### config.mk
export PLATFORM = sky130hd
export DESIGN_NAME = oled_panel_command_decoder
export DESIGN_NICKNAME = d
export VERILOG_FILES = /design/src/oled_cmd_pkg.sv /design/src/oled_panel_command_decoder.sv
export VERILOG_INCLUDE_DIRS = /design/src
export SDC_FILE = /design/constraint.sdc
export NUM_CORES = 1
export LEC_CHECK = 0
export BUFFER_PORTS_ARGS = -buffer_cell sky130_fd_sc_hd__buf_2
export CAP_MARGIN = 30
export CORE_ASPECT_RATIO = 1.5
export CORE_MARGIN = 10
export CORE_UTILIZATION = 49
export CTS_BUF_LIST = sky130_fd_sc_hd__clkbuf_4 sky130_fd_sc_hd__clkbuf_8 sky130_fd_sc_hd__clkbuf_16
export DETAILED_ROUTE_END_ITERATION = 10
export HOLD_SLACK_MARGIN = 0.08
export PLACE_DENSITY = 0.85
export SLEW_MARGIN = 20
export SYNTH_ARGS = -nofsm -noshare
export SYNTH_HDL_FRONTEND = slang
export SYNTH_SLANG_ARGS = --single-unit
### constraint.sdc
create_clock -name ref_clk -period 2.5 [get_ports ref_clk]
set_input_delay 0.25 -clock ref_clk [delete_from_list [all_inputs] [get_ports ref_clk]]
set_output_delay 0.25 -clock ref_clk [all_outputs]
set_load 0.02 [all_outputs]
### src/oled_cmd_params.svh
`ifndef OLED_CMD_PARAMS_SVH
`define OLED_CMD_PARAMS_SVH

// Opcodes
`define OP_DISP_OFF 8'hae
`define OP_DISP_ON 8'haf
`define OP_MODE_NORMAL 8'ha4
`define OP_CLOCK_DIV 8'hb3
`define OP_OFFSET 8'ha2
`define OP_MUX 8'hc8
`define OP_MASTER_CFG 8'had
`define OP_START_LINE 8'ha1
`define OP_REMAP 8'ha0
`define OP_MASTER_CUR 8'h87
`define OP_CONTRAST_A 8'h81
`define OP_CONTRAST_B 8'h82
`define OP_CONTRAST_C 8'h83
`define OP_PRECHARGE 8'hbb
`define OP_PRE2_A 8'h8a
`define OP_PRE2_B 8'h8b
`define OP_PRE2_C 8'h8c
`define OP_DESELECT 8'hbe
`define OP_PHASE 8'hb1
`define OP_POWER_SAVE 8'hb0
`define OP_COL_WIN 8'h15
`define OP_ROW_WIN 8'h75

// Reset values and the external-drive master configuration parameter
`define RST_MUX 8'h3f
`define RST_ZERO 8'h00
`define RST_MASTER_CUR 4'hf
`define RST_CONTRAST 8'h80
`define RST_MODE 2'h0
`define RST_MASTER_CFG 8'h8f
`define MASTER_CFG_EXT 8'h8e
`define RST_CLOCK_DIV 8'h00
`define RST_PRECHARGE 8'h00
`define RST_DESELECT 5'h00
`define RST_PHASE 8'h00
`define RST_POWER_SAVE 8'h00
`define RST_COL_END 8'h5f
`define RST_ROW_END 8'h3f

`endif

### src/oled_cmd_pkg.sv
package oled_cmd_pkg;

  typedef enum logic [1:0] {
    MODE_NORMAL,
    MODE_ALL_ON,
    MODE_ALL_OFF,
    MODE_INVERSE
  } disp_mode_type;

  typedef struct packed {
    logic display_on;
    disp_mode_type mode;
    logic [7:0] mux_ratio;
    logic [7:0] start_line;
    logic [7:0] offset;
    logic [7:0] remap;
    logic [7:0] clock_div;
    logic [7:0] master_cfg;
    logic [3:0] master_current;
    logic [7:0] contrast_a;
    logic [7:0] contrast_b;
    logic [7:0] contrast_c;
    logic [7:0] precharge;
    logic [7:0] pre2_a;
    logic [7:0] pre2_b;
    logic [7:0] pre2_c;
    logic [4:0] deselect_level;
    logic [7:0] phase;
    logic [7:0] power_save;
  } panel_cfg_type;

  typedef struct packed {
    logic [7:0] col_start;
    logic [7:0] col_end;
    logic [7:0] row_start;
    logic [7:0] row_end;
  } window_type;

  typedef struct packed {
    logic valid;
    logic [7:0] data;
    logic [7:0] column;
  } pixel_type;

endpackage

### src/oled_panel_command_decoder.sv
`timescale 1ns/100ps
`default_nettype none
`include "oled_cmd_params.svh"

// Operation
// (RQ1) Reset held low forces display off and normal display mode.
// (RQ2) Reset selects 64-line multiplex, start line zero, offset zero.
// (RQ3) Reset selects non-remapped segment and common addressing.
// (RQ4) Reset loads the column address counter with zero.
// (RQ5) Reset sets master contrast to 0x0f.
// (RQ6) Reset sets colour A, B and C contrast to 0x80.
// (RQ7) Reset clears partial bits in the serial shift register.
// (RQ8) Opcodes 0xae and 0xaf turn display off and on.
// (RQ9) Opcodes 0xa4 to 0xa7 select display mode from low bits.
// (RQ10) Clock divide, offset and multiplex opcodes take one parameter.
// (RQ11) Master configuration takes parameter 1000111x; 0x8e selects external drive.
// (RQ12) Start line and remap opcodes each take one parameter.
// (RQ13) Master current uses low four bits; contrast A, B, C full bytes.
// (RQ14) Pre-charge level and second pre-charge speeds take one parameter.
// (RQ15) Common-deselect level keeps the five middle parameter bits.
// (RQ16) Phase period and power saving opcodes take one parameter.
// (RQ17) Column and row window opcodes take start and end bytes.
// (RQ18) Host powers up: display off, clear, drive supply, wait, display on.
// (RQ19) Host powers down: display off, drive supply off, wait 100 ms.
// (RQ20) Host should reset the device when noise corrupts the display.
// (RQ21) Data/command high means display data, low means command byte.
// (RQ22) Transfers are accepted only while chip select is low.
// (RQ23) Serial mode: data on bit 1, clock on bit 0.
// (RQ24) Decoder consumes each opcode's parameter bytes before a new opcode.
// (RQ25) Settings apply after the last parameter; unknown opcodes are ignored.
module oled_panel_command_decoder
  import oled_cmd_pkg::*;
(
  input wire logic ref_clk,
  input wire logic rst,
  input wire logic chip_reset_low,
  input wire logic serial_mode,
  input wire logic chip_select_low,
  input wire logic data_command_sel,
  input wire logic write_strobe_low,
  input wire logic [7:0] data_bus,
  output oled_cmd_pkg::panel_cfg_type panel_cfg,
  output oled_cmd_pkg::window_type window,
  output oled_cmd_pkg::pixel_type pixel,
  output logic external_drive
);
  import oled_cmd_pkg::*;

  // ------------------------------------------------------------
  // Pin synchronisers
  // ------------------------------------------------------------
  // Stage 0 feeds only stage 1; edges are seen where stages 1 and 2 agree.
  localparam int NPIN = 13;
  logic [NPIN-1:0] pins;
  logic [NPIN-1:0] s0_q;
  logic [NPIN-1:0] s1_q;
  logic [NPIN-1:0] s2_q;
  logic [NPIN-1:0] stable_q;

  assign pins = {chip_reset_low, serial_mode, chip_select_low, data_command_sel,
                 write_strobe_low, data_bus};

  always_ff @(posedge ref_clk) begin
    s0_q <= pins;
    s1_q <= s0_q;
    s2_q <= s1_q;
  end

  always_ff @(posedge ref_clk) begin
    if (rst) begin
      // Load what the pins show now: a fixed idle value would let a pin held
      // through reset look like a fresh clock or strobe edge right after it
      stable_q <= s2_q;
    end else begin
      stable_q <= (s1_q & s2_q) | (stable_q & (s1_q | s2_q));
    end
  end

  logic res_n;
  logic ser;
  logic cs_n;
  logic dc;
  logic wr_n;
  logic [7:0] dbus;
  assign res_n = stable_q[12];
  assign ser = stable_q[11];
  assign cs_n = stable_q[10];
  assign dc = stable_q[9];
  assign wr_n = stable_q[8];
  assign dbus = stable_q[7:0];

  logic init;
  assign init = rst | ~res_n;

  // ------------------------------------------------------------
  // Byte capture
  // ------------------------------------------------------------
  logic wr_prev_q;
  logic sclk_prev_q;
  logic [7:0] shift_q;
  logic [2:0] bit_cnt_q;
  logic byte_valid;
  logic [7:0] byte_data;
  logic ser_done;

  always_ff @(posedge ref_clk) begin
    wr_prev_q <= wr_n;
    sclk_prev_q <= dbus[0];
  end

  assign ser_done = ser && !cs_n && dbus[0] && !sclk_prev_q && bit_cnt_q == 3'd7;

  // Shift register cleared under reset and whenever chip select drops away
  always_ff @(posedge ref_clk) begin
    if (init || cs_n) begin // see (RQ7) (RQ22)
      shift_q <= 8'h00;
      bit_cnt_q <= 3'd0;
    end else if (ser && dbus[0] && !sclk_prev_q) begin // see (RQ23)
      shift_q <= {shift_q[6:0], dbus[1]};
      bit_cnt_q <= bit_cnt_q + 3'd1;
    end
  end

  // Parallel write taken on the rising edge of the write strobe
  always_comb begin
    byte_valid = 1'b0;
    byte_data = dbus;
    if (!init && !cs_n) begin // see (RQ22)
      if (ser) begin
        byte_valid = ser_done;
        byte_data = {shift_q[6:0], dbus[1]};
      end else begin
        byte_valid = wr_n && !wr_prev_q;
      end
    end
  end

  // ------------------------------------------------------------
  // Command decoder
  // ------------------------------------------------------------
  function automatic logic [1:0] param_count(input logic [7:0] op);
    case (op)
      `OP_CLOCK_DIV, `OP_OFFSET, `OP_MUX, `OP_MASTER_CFG, `OP_START_LINE,
      `OP_REMAP, `OP_MASTER_CUR, `OP_CONTRAST_A, `OP_CONTRAST_B,
      `OP_CONTRAST_C, `OP_PRECHARGE, `OP_PRE2_A, `OP_PRE2_B, `OP_PRE2_C,
      `OP_DESELECT, `OP_PHASE, `OP_POWER_SAVE: param_count = 2'd1;
      `OP_COL_WIN, `OP_ROW_WIN: param_count = 2'd2;
      default: param_count = 2'd0;
    endcase
  endfunction

  // Opcode families whose low bits carry the argument
  function automatic logic is_onoff(input logic [7:0] op);
    logic [7:0] base;
    base = `OP_DISP_OFF;
    is_onoff = op[7:1] == base[7:1];
  endfunction

  function automatic logic is_mode(input logic [7:0] op);
    logic [7:0] base;
    base = `OP_MODE_NORMAL;
    is_mode = op[7:2] == base[7:2];
  endfunction

  typedef enum logic [1:0] {
    DEC_OPCODE,
    DEC_PARAM1,
    DEC_PARAM2
  } dec_state_type;

  dec_state_type state_q;
  logic [7:0] op_q;
  logic [7:0] first_q;
  logic cmd_byte;
  assign cmd_byte = byte_valid && !dc; // see (RQ21)

  always_ff @(posedge ref_clk) begin
    if (init) begin
      state_q <= DEC_OPCODE;
      op_q <= 8'h00;
      first_q <= 8'h00;
    end else if (cmd_byte) begin
      case (state_q)
        DEC_OPCODE: begin
          op_q <= byte_data;
          if (param_count(byte_data) != 2'd0) begin // see (RQ24)
            state_q <= DEC_PARAM1;
          end
        end
        DEC_PARAM1: begin
          first_q <= byte_data;
          state_q <= (param_count(op_q) == 2'd2) ? DEC_PARAM2 : DEC_OPCODE; // see (RQ24)
        end
        DEC_PARAM2: state_q <= DEC_OPCODE;
        default: state_q <= DEC_OPCODE;
      endcase
    end
  end

  // The last expected parameter byte closes the command
  function automatic logic ends_command(input dec_state_type st, input logic [7:0] op);
    ends_command = (st == DEC_PARAM1 && param_count(op) == 2'd1) || st == DEC_PARAM2;
  endfunction

  logic last_param;
  assign last_param = cmd_byte && ends_command(state_q, op_q);

  // Parameter writes land only with the final parameter; on/off and mode land with the opcode byte; unknown opcodes fall through
  always_ff @(posedge ref_clk) begin
    if (init) begin
      panel_cfg.display_on <= 1'b0; // see (RQ1)
      panel_cfg.mode <= MODE_NORMAL; // see (RQ1)
      panel_cfg.mux_ratio <= `RST_MUX; // see (RQ2)
      panel_cfg.start_line <= `RST_ZERO; // see (RQ2)
      panel_cfg.offset <= `RST_ZERO; // see (RQ2)
      panel_cfg.remap <= `RST_ZERO; // see (RQ3)
      panel_cfg.clock_div <= `RST_CLOCK_DIV;
      panel_cfg.master_cfg <= `RST_MASTER_CFG;
      panel_cfg.master_current <= `RST_MASTER_CUR; // see (RQ5)
      panel_cfg.contrast_a <= `RST_CONTRAST; // see (RQ6)
      panel_cfg.contrast_b <= `RST_CONTRAST; // see (RQ6)
      panel_cfg.contrast_c <= `RST_CONTRAST; // see (RQ6)
      panel_cfg.precharge <= `RST_PRECHARGE;
      panel_cfg.pre2_a <= `RST_ZERO;
      panel_cfg.pre2_b <= `RST_ZERO;
      panel_cfg.pre2_c <= `RST_ZERO;
      panel_cfg.deselect_level <= `RST_DESELECT;
      panel_cfg.phase <= `RST_PHASE;
      panel_cfg.power_save <= `RST_POWER_SAVE;
      window.col_start <= `RST_ZERO;
      window.col_end <= `RST_COL_END;
      window.row_start <= `RST_ZERO;
      window.row_end <= `RST_ROW_END;
    end else if (cmd_byte && state_q == DEC_OPCODE) begin
      if (is_onoff(byte_data)) begin
        panel_cfg.display_on <= byte_data[0]; // see (RQ8)
      end
      if (is_mode(byte_data)) begin
        panel_cfg.mode <= disp_mode_type'(byte_data[1:0]); // see (RQ9)
      end
    end else if (last_param) begin
      case (op_q) // see (RQ25)
        `OP_CLOCK_DIV: panel_cfg.clock_div <= byte_data; // see (RQ10)
        `OP_OFFSET: panel_cfg.offset <= byte_data; // see (RQ10)
        `OP_MUX: panel_cfg.mux_ratio <= byte_data; // see (RQ10)
        `OP_MASTER_CFG: panel_cfg.master_cfg <= byte_data; // see (RQ11)
        `OP_START_LINE: panel_cfg.start_line <= byte_data; // see (RQ12)
        `OP_REMAP: panel_cfg.remap <= byte_data; // see (RQ12)
        `OP_MASTER_CUR: panel_cfg.master_current <= byte_data[3:0]; // see (RQ13)
        `OP_CONTRAST_A: panel_cfg.contrast_a <= byte_data; // see (RQ13)
        `OP_CONTRAST_B: panel_cfg.contrast_b <= byte_data; // see (RQ13)
        `OP_CONTRAST_C: panel_cfg.contrast_c <= byte_data; // see (RQ13)
        `OP_PRECHARGE: panel_cfg.precharge <= byte_data; // see (RQ14)
        `OP_PRE2_A: panel_cfg.pre2_a <= byte_data; // see (RQ14)
        `OP_PRE2_B: panel_cfg.pre2_b <= byte_data; // see (RQ14)
        `OP_PRE2_C: panel_cfg.pre2_c <= byte_data; // see (RQ14)
        `OP_DESELECT: panel_cfg.deselect_level <= byte_data[5:1]; // see (RQ15)
        `OP_PHASE: panel_cfg.phase <= byte_data; // see (RQ16)
        `OP_POWER_SAVE: panel_cfg.power_save <= byte_data; // see (RQ16)
        `OP_COL_WIN: begin
          window.col_start <= first_q; // see (RQ17)
          window.col_end <= byte_data;
        end
        `OP_ROW_WIN: begin
          window.row_start <= first_q; // see (RQ17)
          window.row_end <= byte_data;
        end
        default: ;
      endcase
    end
  end

  // Drive source follows the latched parameter; only a parameter of exactly 0x8e means external
  always_ff @(posedge ref_clk) begin
    if (init) begin
      external_drive <= 1'b0;
    end else if (last_param && op_q == `OP_MASTER_CFG) begin
      external_drive <= byte_data == `MASTER_CFG_EXT; // see (RQ11)
    end
  end

  // ------------------------------------------------------------
  // Display data path
  // ------------------------------------------------------------
  // Column counter wraps inside the window; no pixel RAM lives here.
  always_ff @(posedge ref_clk) begin
    if (init) begin
      pixel.valid <= 1'b0;
      pixel.data <= 8'h00;
      pixel.column <= `RST_ZERO; // see (RQ4)
    end else begin
      pixel.valid <= byte_valid && dc; // see (RQ21)
      if (last_param && op_q == `OP_COL_WIN) begin
        pixel.column <= first_q;
      end else if (pixel.valid) begin
        pixel.column <= (pixel.column >= window.col_end) ? window.col_start
                                                         : pixel.column + 8'h01;
      end
      if (byte_valid && dc) begin
        pixel.data <= byte_data;
      end
    end
  end

endmodule
`default_nettype wire

* Word-level counts from Yosys, hierarchy flattened
Cells that the tools add are included.
** Cells by class
- Bitwise logic cells :: 7
- $add $sub $neg :: 2
- Reductions and logical operators :: 53
- Mux-type cells :: 19
- Equality and inequality tests :: 47
- Order comparisons :: 1
** Operators with widths (number)
- == test 8 bit (second input constant) :: 35
- AND reduction 3 bit :: 19
- two-way mux 8 bit :: 5
- OR reduction 17 bit :: 2
- AND 13 bit :: 2
- bitwise OR 13 bit :: 2
- == test 8 x 5 -> 1 bit (second input constant) :: 2
- == test 8 x 7 -> 1 bit (second input constant) :: 2
- two-way mux 2 bit :: 8
- logical AND 1 bit :: 15
- two-way mux 13 bit :: 1
- case mux 2 bit (2 select lines) :: 3
- AND reduction 2 bit :: 5
- adder 8 x 1 -> 8 bit (second input constant) :: 1
- greater-or-equal comparator 8 bit :: 1
- == test 7 bit (second input constant) :: 1
- == test 6 bit (second input constant) :: 1
- logical NOT 1 bit :: 5
- == test 2 x 1 -> 1 bit (second input constant) :: 2
- == test 2 bit (second input constant) :: 2
- nonzero test 2 bit :: 2
- OR reduction 2 bit :: 2
- adder 3 x 1 -> 3 bit (second input constant) :: 1
- == test 3 bit (second input constant) :: 1
- 6 further kinds :: 9
** Word-level totals
- Input bits :: 15
- Output and inout bits :: 182
- Bits in registers :: 264
- Logic and storage cells :: 167

* Logic depth before layout (Yosys ltp)
- Depth after elaboration :: 14
- Depth in mapped cells :: 10
- Gate-level depth less buffers :: 8

* Least setup slack after synthesis
OpenSTA, ideal clock, no wires.
- Path kind :: reg-to-reg
- Start :: reg pixel[0] (netlist name)
- End :: reg pixel[2] (netlist name)
- Buffers on the path :: 0
- Cell stages (with the launch flop) :: 9
- Required time :: 2360 ps
- Clock period less this slack :: 2336 ps
- Setup time :: 140 ps
- Arrival :: 2196 ps
- Setup slack :: 164 ps
- Cell sequence :: dfxtp_1 > inv_1 > ha_1 > nand2b_1 > a2111oi_0 > o31a_1 > nor2_1 > a311oi_1 > a221oi_1
** Between the ends
- Cells in the longest elaborated chain, start to end :: 4
- Elaborated cells on any way between the ends :: 5
- Those cells by class :: 1 x add/sub; 1 x order compare; 3 x mux
** Ends and longest elaborated chain
- from (decl) :: line oled_panel_command_decoder.sv:44 : output oled_cmd_pkg::pixel_type pixel,
- adder 8 x 1 -> 8 bit or greater-or-equal comparator 8 bit (tied branches) :: line oled_panel_command_decoder.sv:297, oled_panel_command_decoder.sv:296
- two-way mux 8 bit (*) :: line oled_panel_command_decoder.sv:296 : pixel.column <= (pixel.column >= window.col_end) ? window.col_start
- two-way mux 8 bit (*) :: line oled_panel_command_decoder.sv:295 : end else if (pixel.valid) begin
- two-way mux 8 bit (*) :: line oled_panel_command_decoder.sv:293 : if (last_param && op_q == `OP_COL_WIN) begin
Every way passes the cells marked *; elsewhere a longest branch is shown, timed or not. The select of a mux whose other input is x is not followed.
A chain may end at the register's enable or synchronous reset.

* Worst setup path in the final report
- Start :: reg bit_cnt_q[1]
- End :: reg panel_cfg[111] (netlist name)
** Between the ends
- Cells in the longest elaborated chain, start to end :: 8
- Elaborated cells on any way between the ends :: 9
- Those cells by class :: 1 x eq/ne; 2 x mux; 1 x bitwise; 5 x reduce/logical
** Ends and longest elaborated chain
- from (decl) :: line oled_panel_command_decoder.sv:101 : logic [2:0] bit_cnt_q;
- from (signal assigned) :: line oled_panel_command_decoder.sv:120 : bit_cnt_q <= bit_cnt_q + 3'd1;
- == test 3 bit (*) :: line oled_panel_command_decoder.sv:111 : assign ser_done = ser && !cs_n && dbus[0] && !sclk_prev_q && bit_cnt_q == 3'd7;
- logical AND 1 bit (*) :: line oled_panel_command_decoder.sv:111
- two-way mux 1 bit (*) :: line oled_panel_command_decoder.sv:129 : if (ser) begin
- two-way mux 1 bit (*) :: line oled_panel_command_decoder.sv:128 : if (!init && !cs_n) begin
- logical AND 1 bit (*) :: line oled_panel_command_decoder.sv:175 : assign cmd_byte = byte_valid && !dc;
- logical AND 1 bit :: line oled_panel_command_decoder.sv:234 : end else if (cmd_byte && state_q == DEC_OPCODE) begin
- inverter 1 bit (no line)
- AND reduction 3 bit (no line) (*)
- to (decl) :: line oled_panel_command_decoder.sv:42 : output oled_cmd_pkg::panel_cfg_type panel_cfg,
Every way passes the cells marked *; elsewhere a longest branch is shown, timed or not.

==> metrics.csv <==
metric;value;unit
Port-buffer cells;196;
drt total wl;29.2;mm
Die W;136;µm
total gr overflow;0;
status;finished clean;
Setup Skew;0.0128;ns
Final Max Slew Viols;0;
post-route setup TNS;0;ns
maximum achievable frequency;0.413;GHz
Worst EP required;2.88;ns
met1 usage;0.225;
Top FF cell, synth;dfxtp_1;
drt first pass iters;6;
largest cells by area after synthesis;dfxtp_1 53%, nand3_1 7.7%, o21ai_0 6.1%;
Lkg Pwr;5.24;nW
RD Place Congestion;0.964;
H-tree levels;1;
DRC;0;
DIE HEIGHT;194;µm
worst skew pair latency;0.52;ns
Post-synth EDFFs;0;
Inserted Clock Buffers;24;
top cell family by delay on the critical path;simple AND/OR/NAND/NOR gates;
wire per inst;18.5;µm
CP Capture Type;flip-flop;
FF+latch area;0.00529;mm²
area leader, netlist;dfxtp_1;
Rel. slew slack;0.466;
Worst Tran Pin Value;0.794;ns
Async SR Flop Fraction;0;
nets;1331;
footprint of the multi-input gates;0.00431;mm²
worst-path maximum fanout;16;
post-synthesis area per instance;9.05;µm²
antenna violations before repair;0;
routing usage on met2;0.371;
GR Util All Layers;0.207;
CP bufs+invs;2;
Crit path largest cell delay;0.54;ns
vias in the first global route;8474;
WS Path Type;reg -> reg;
hpwl dp;20.7;mm
Sink Count;264;
Yosys top cell area share;0.532;
core area;0.0199;mm²
final hold vios;0;
most frequent CP cell;ha_4;
fin crit period;2.42;ns
initial core utilization;0.501;
post-synth cell types;67;
first-pass GRT wire length;45.1;mm
die area;0.0265;mm²
FILL cells;1632;
Synth Cell Area;0.00994;mm²
final core utilization;0.627;
Max clock buf depth;3;
Yosys Warn Count;0;
CTS tree;built;
GRT busiest layer;met2;
slowest stage cell, crit path;or4_1;
GR Layer Usage met3;0.0390;
max cap viols;0;
Final Non-Filler Cells;1582;
Power Density;700;mW/mm²
Final period util;0.968;
Gate Count Post-Synth;1099;
layout cells sized above 1;0.257;
Worst Hold Class;in -> reg;
n_diodes;0;
number of top-level pins;197;
Finish-stage setup viols;0;
switch share;0.225;
Clk pwr share;0.448;
net count after synthesis;1125;
Via density;5.69;
synthesis-stage register bit count;264;
Critical Path, Cell by Cell;ha_4 > ha_4 > nand4b_1 > a211oi_4 > buf_4 > o21ai_4 > or4_1 > buf_6 > nand3_1 > o21ai_1;
vias after detailed routing;9003;
P&R area growth vs syn;25.4;%
Final ANT Viol Nets;0;
CP Launch Type;flip-flop;
switching pwr;1.97;mW
Seq/Total Area, Yosys;0.532;
Initial DRC Count;643;
Reg power frac;0.496;
largest net degree at the start of global routing;108;
placed insts;1519;
Logic pwr share;0.056;
Reg clk slew, reported paths;0.07;ns
Std-Cell Rows;63;
Cell Int Power;6.76;mW
VDD IR-drop max;0.000732;V
Worst EP arrival;2.79;ns
clock root buffer;clkbuf_16;
==> worst min-delay path, stage by stage <==
cell and delay, ns:
buf_2 0.13, buf_4 0.27, o21ai_0 0.11, nand2_1 0.05
==> sequential cells by signal (all words and copies together), names as in the netlist <==
register,cells
op_q,8
s0_q,13
panel_cfg,132
wr_prev_q,1
s1_q,13
sclk_prev_q,1
s2_q,13
state_q,2
stable_q,13
shift_q,7
bit_cnt_q,3
pixel,17
window,32
external_drive,1
first_q,8
==> path summary, 6_finish.rpt <==
| kind | slack, ns | from | end | cells past startpoint |
|---|---|---|---|---|
| max reg2reg | 0.08 | bit_cnt_q[1] | panel_cfg[111] | 10 |
| min reg2reg | 0.33 | s0_q[6] | s1_q[6] | 0 |
| min | 0.32 | rst | stable_q[10] | 4 |
| max | 0.08 | bit_cnt_q[1] | panel_cfg[111] | 10 |
==> kinds of logic after synthesis <==
family          after synthesis  synth area share
mux                          25            0.0255
simple gates                431             0.220
buf+inv                     104            0.0433
xor+xnor                      6           0.00529
fa+ha+maj                    11            0.0138
compound gates              258             0.160
flops                       264             0.532
==> through the flow <==
| stage | setup WS [ns] | power (mW) | hold slack, ns | cell area [µm²] |
|---|---|---|---|---|
| detailed placement | 0.0783 | 4.88 | 0.312 | 11300 |
| finish | 0.0808 | 8.73 | 0.324 | 12500 |
| global route | -0.0140 | 8.98 | 0.334 | 12500 |
| global placement | 0.145 | 4.87 | 0.311 | 11300 |
| floorplan | 0.164 | 4.70 | 0.278 | 9940 |
| CTS | 0.0483 | 8.76 | 0.306 | 12300 |
==> Yosys cell counts (all sizes together), types with 7 or more instances <==
library cell	n
ha	11
nor2	77
nand3	154
nand4b	7
mux2i	22
o21ai	149
nand2	68
a21oi	31
a211oi	32
nor3	42
nor4	7
nor2b	22
and2	8
dfxtp	264
inv	14
a31oi	8
clkbuf	64
buf	26
==> power by group through the flow <==
stage | registers, mW | clock network, mW | logic (mW)
2_1_floorplan | 4.39 | 0 | 0.309
3_3_place_gp | 4.41 | 0 | 0.454
3_5_place_dp | 4.42 | 0 | 0.459
4_1_cts | 4.32 | 3.96 | 0.477
5_1_grt | 4.33 | 4.12 | 0.522
6_report | 4.33 | 3.91 | 0.488
==> per-layer routing <==
metal  routed length [µm]  up-vias
met3                 2180       87
met1                10600     4207
met2                15100      366
met5                    0        -
li1                     -     4343
met4                 1370        0
==> area by class of cell <==
type	count	share of cell area
Clock inverter	9	0.00994
Tap cell	260	0.0261
Multi-Input combinational cell	731	0.346
Inverter	14	0.00422
Timing Repair Buffer	270	0.131
Sequential cell	264	0.424
Clock buffer	34	0.0586
==> cells in the final DEF (no fill, tap or decap), types with 21 or more instances in the layout <==
cell | netlist | final
nor3_1 | 40 | 40
clkbuf_16 | 0 | 26
buf_2 | 13 | 197
nor2_1 | 77 | 77
nand3_1 | 152 | 150
buf_4 | 0 | 53
mux2i_1 | 22 | 22
nand2_1 | 68 | 68
a211oi_1 | 30 | 29
dfxtp_1 | 264 | 262
a21oi_1 | 31 | 31
o21ai_0 | 121 | 121
nor2b_1 | 22 | 21
==> what timing repair did <==
| item | CTS | global route |
|---|---|---|
| hold endpoints to repair | 13 | 0 |
| endpoints found under the setup margin | 0 | 46 |
| setup buffers | 0 | 5 |
| hold buffers | 13 | 0 |
| resized for setup | 0 | 23 |
Note: power is estimated with default switching activity, not from simulation.
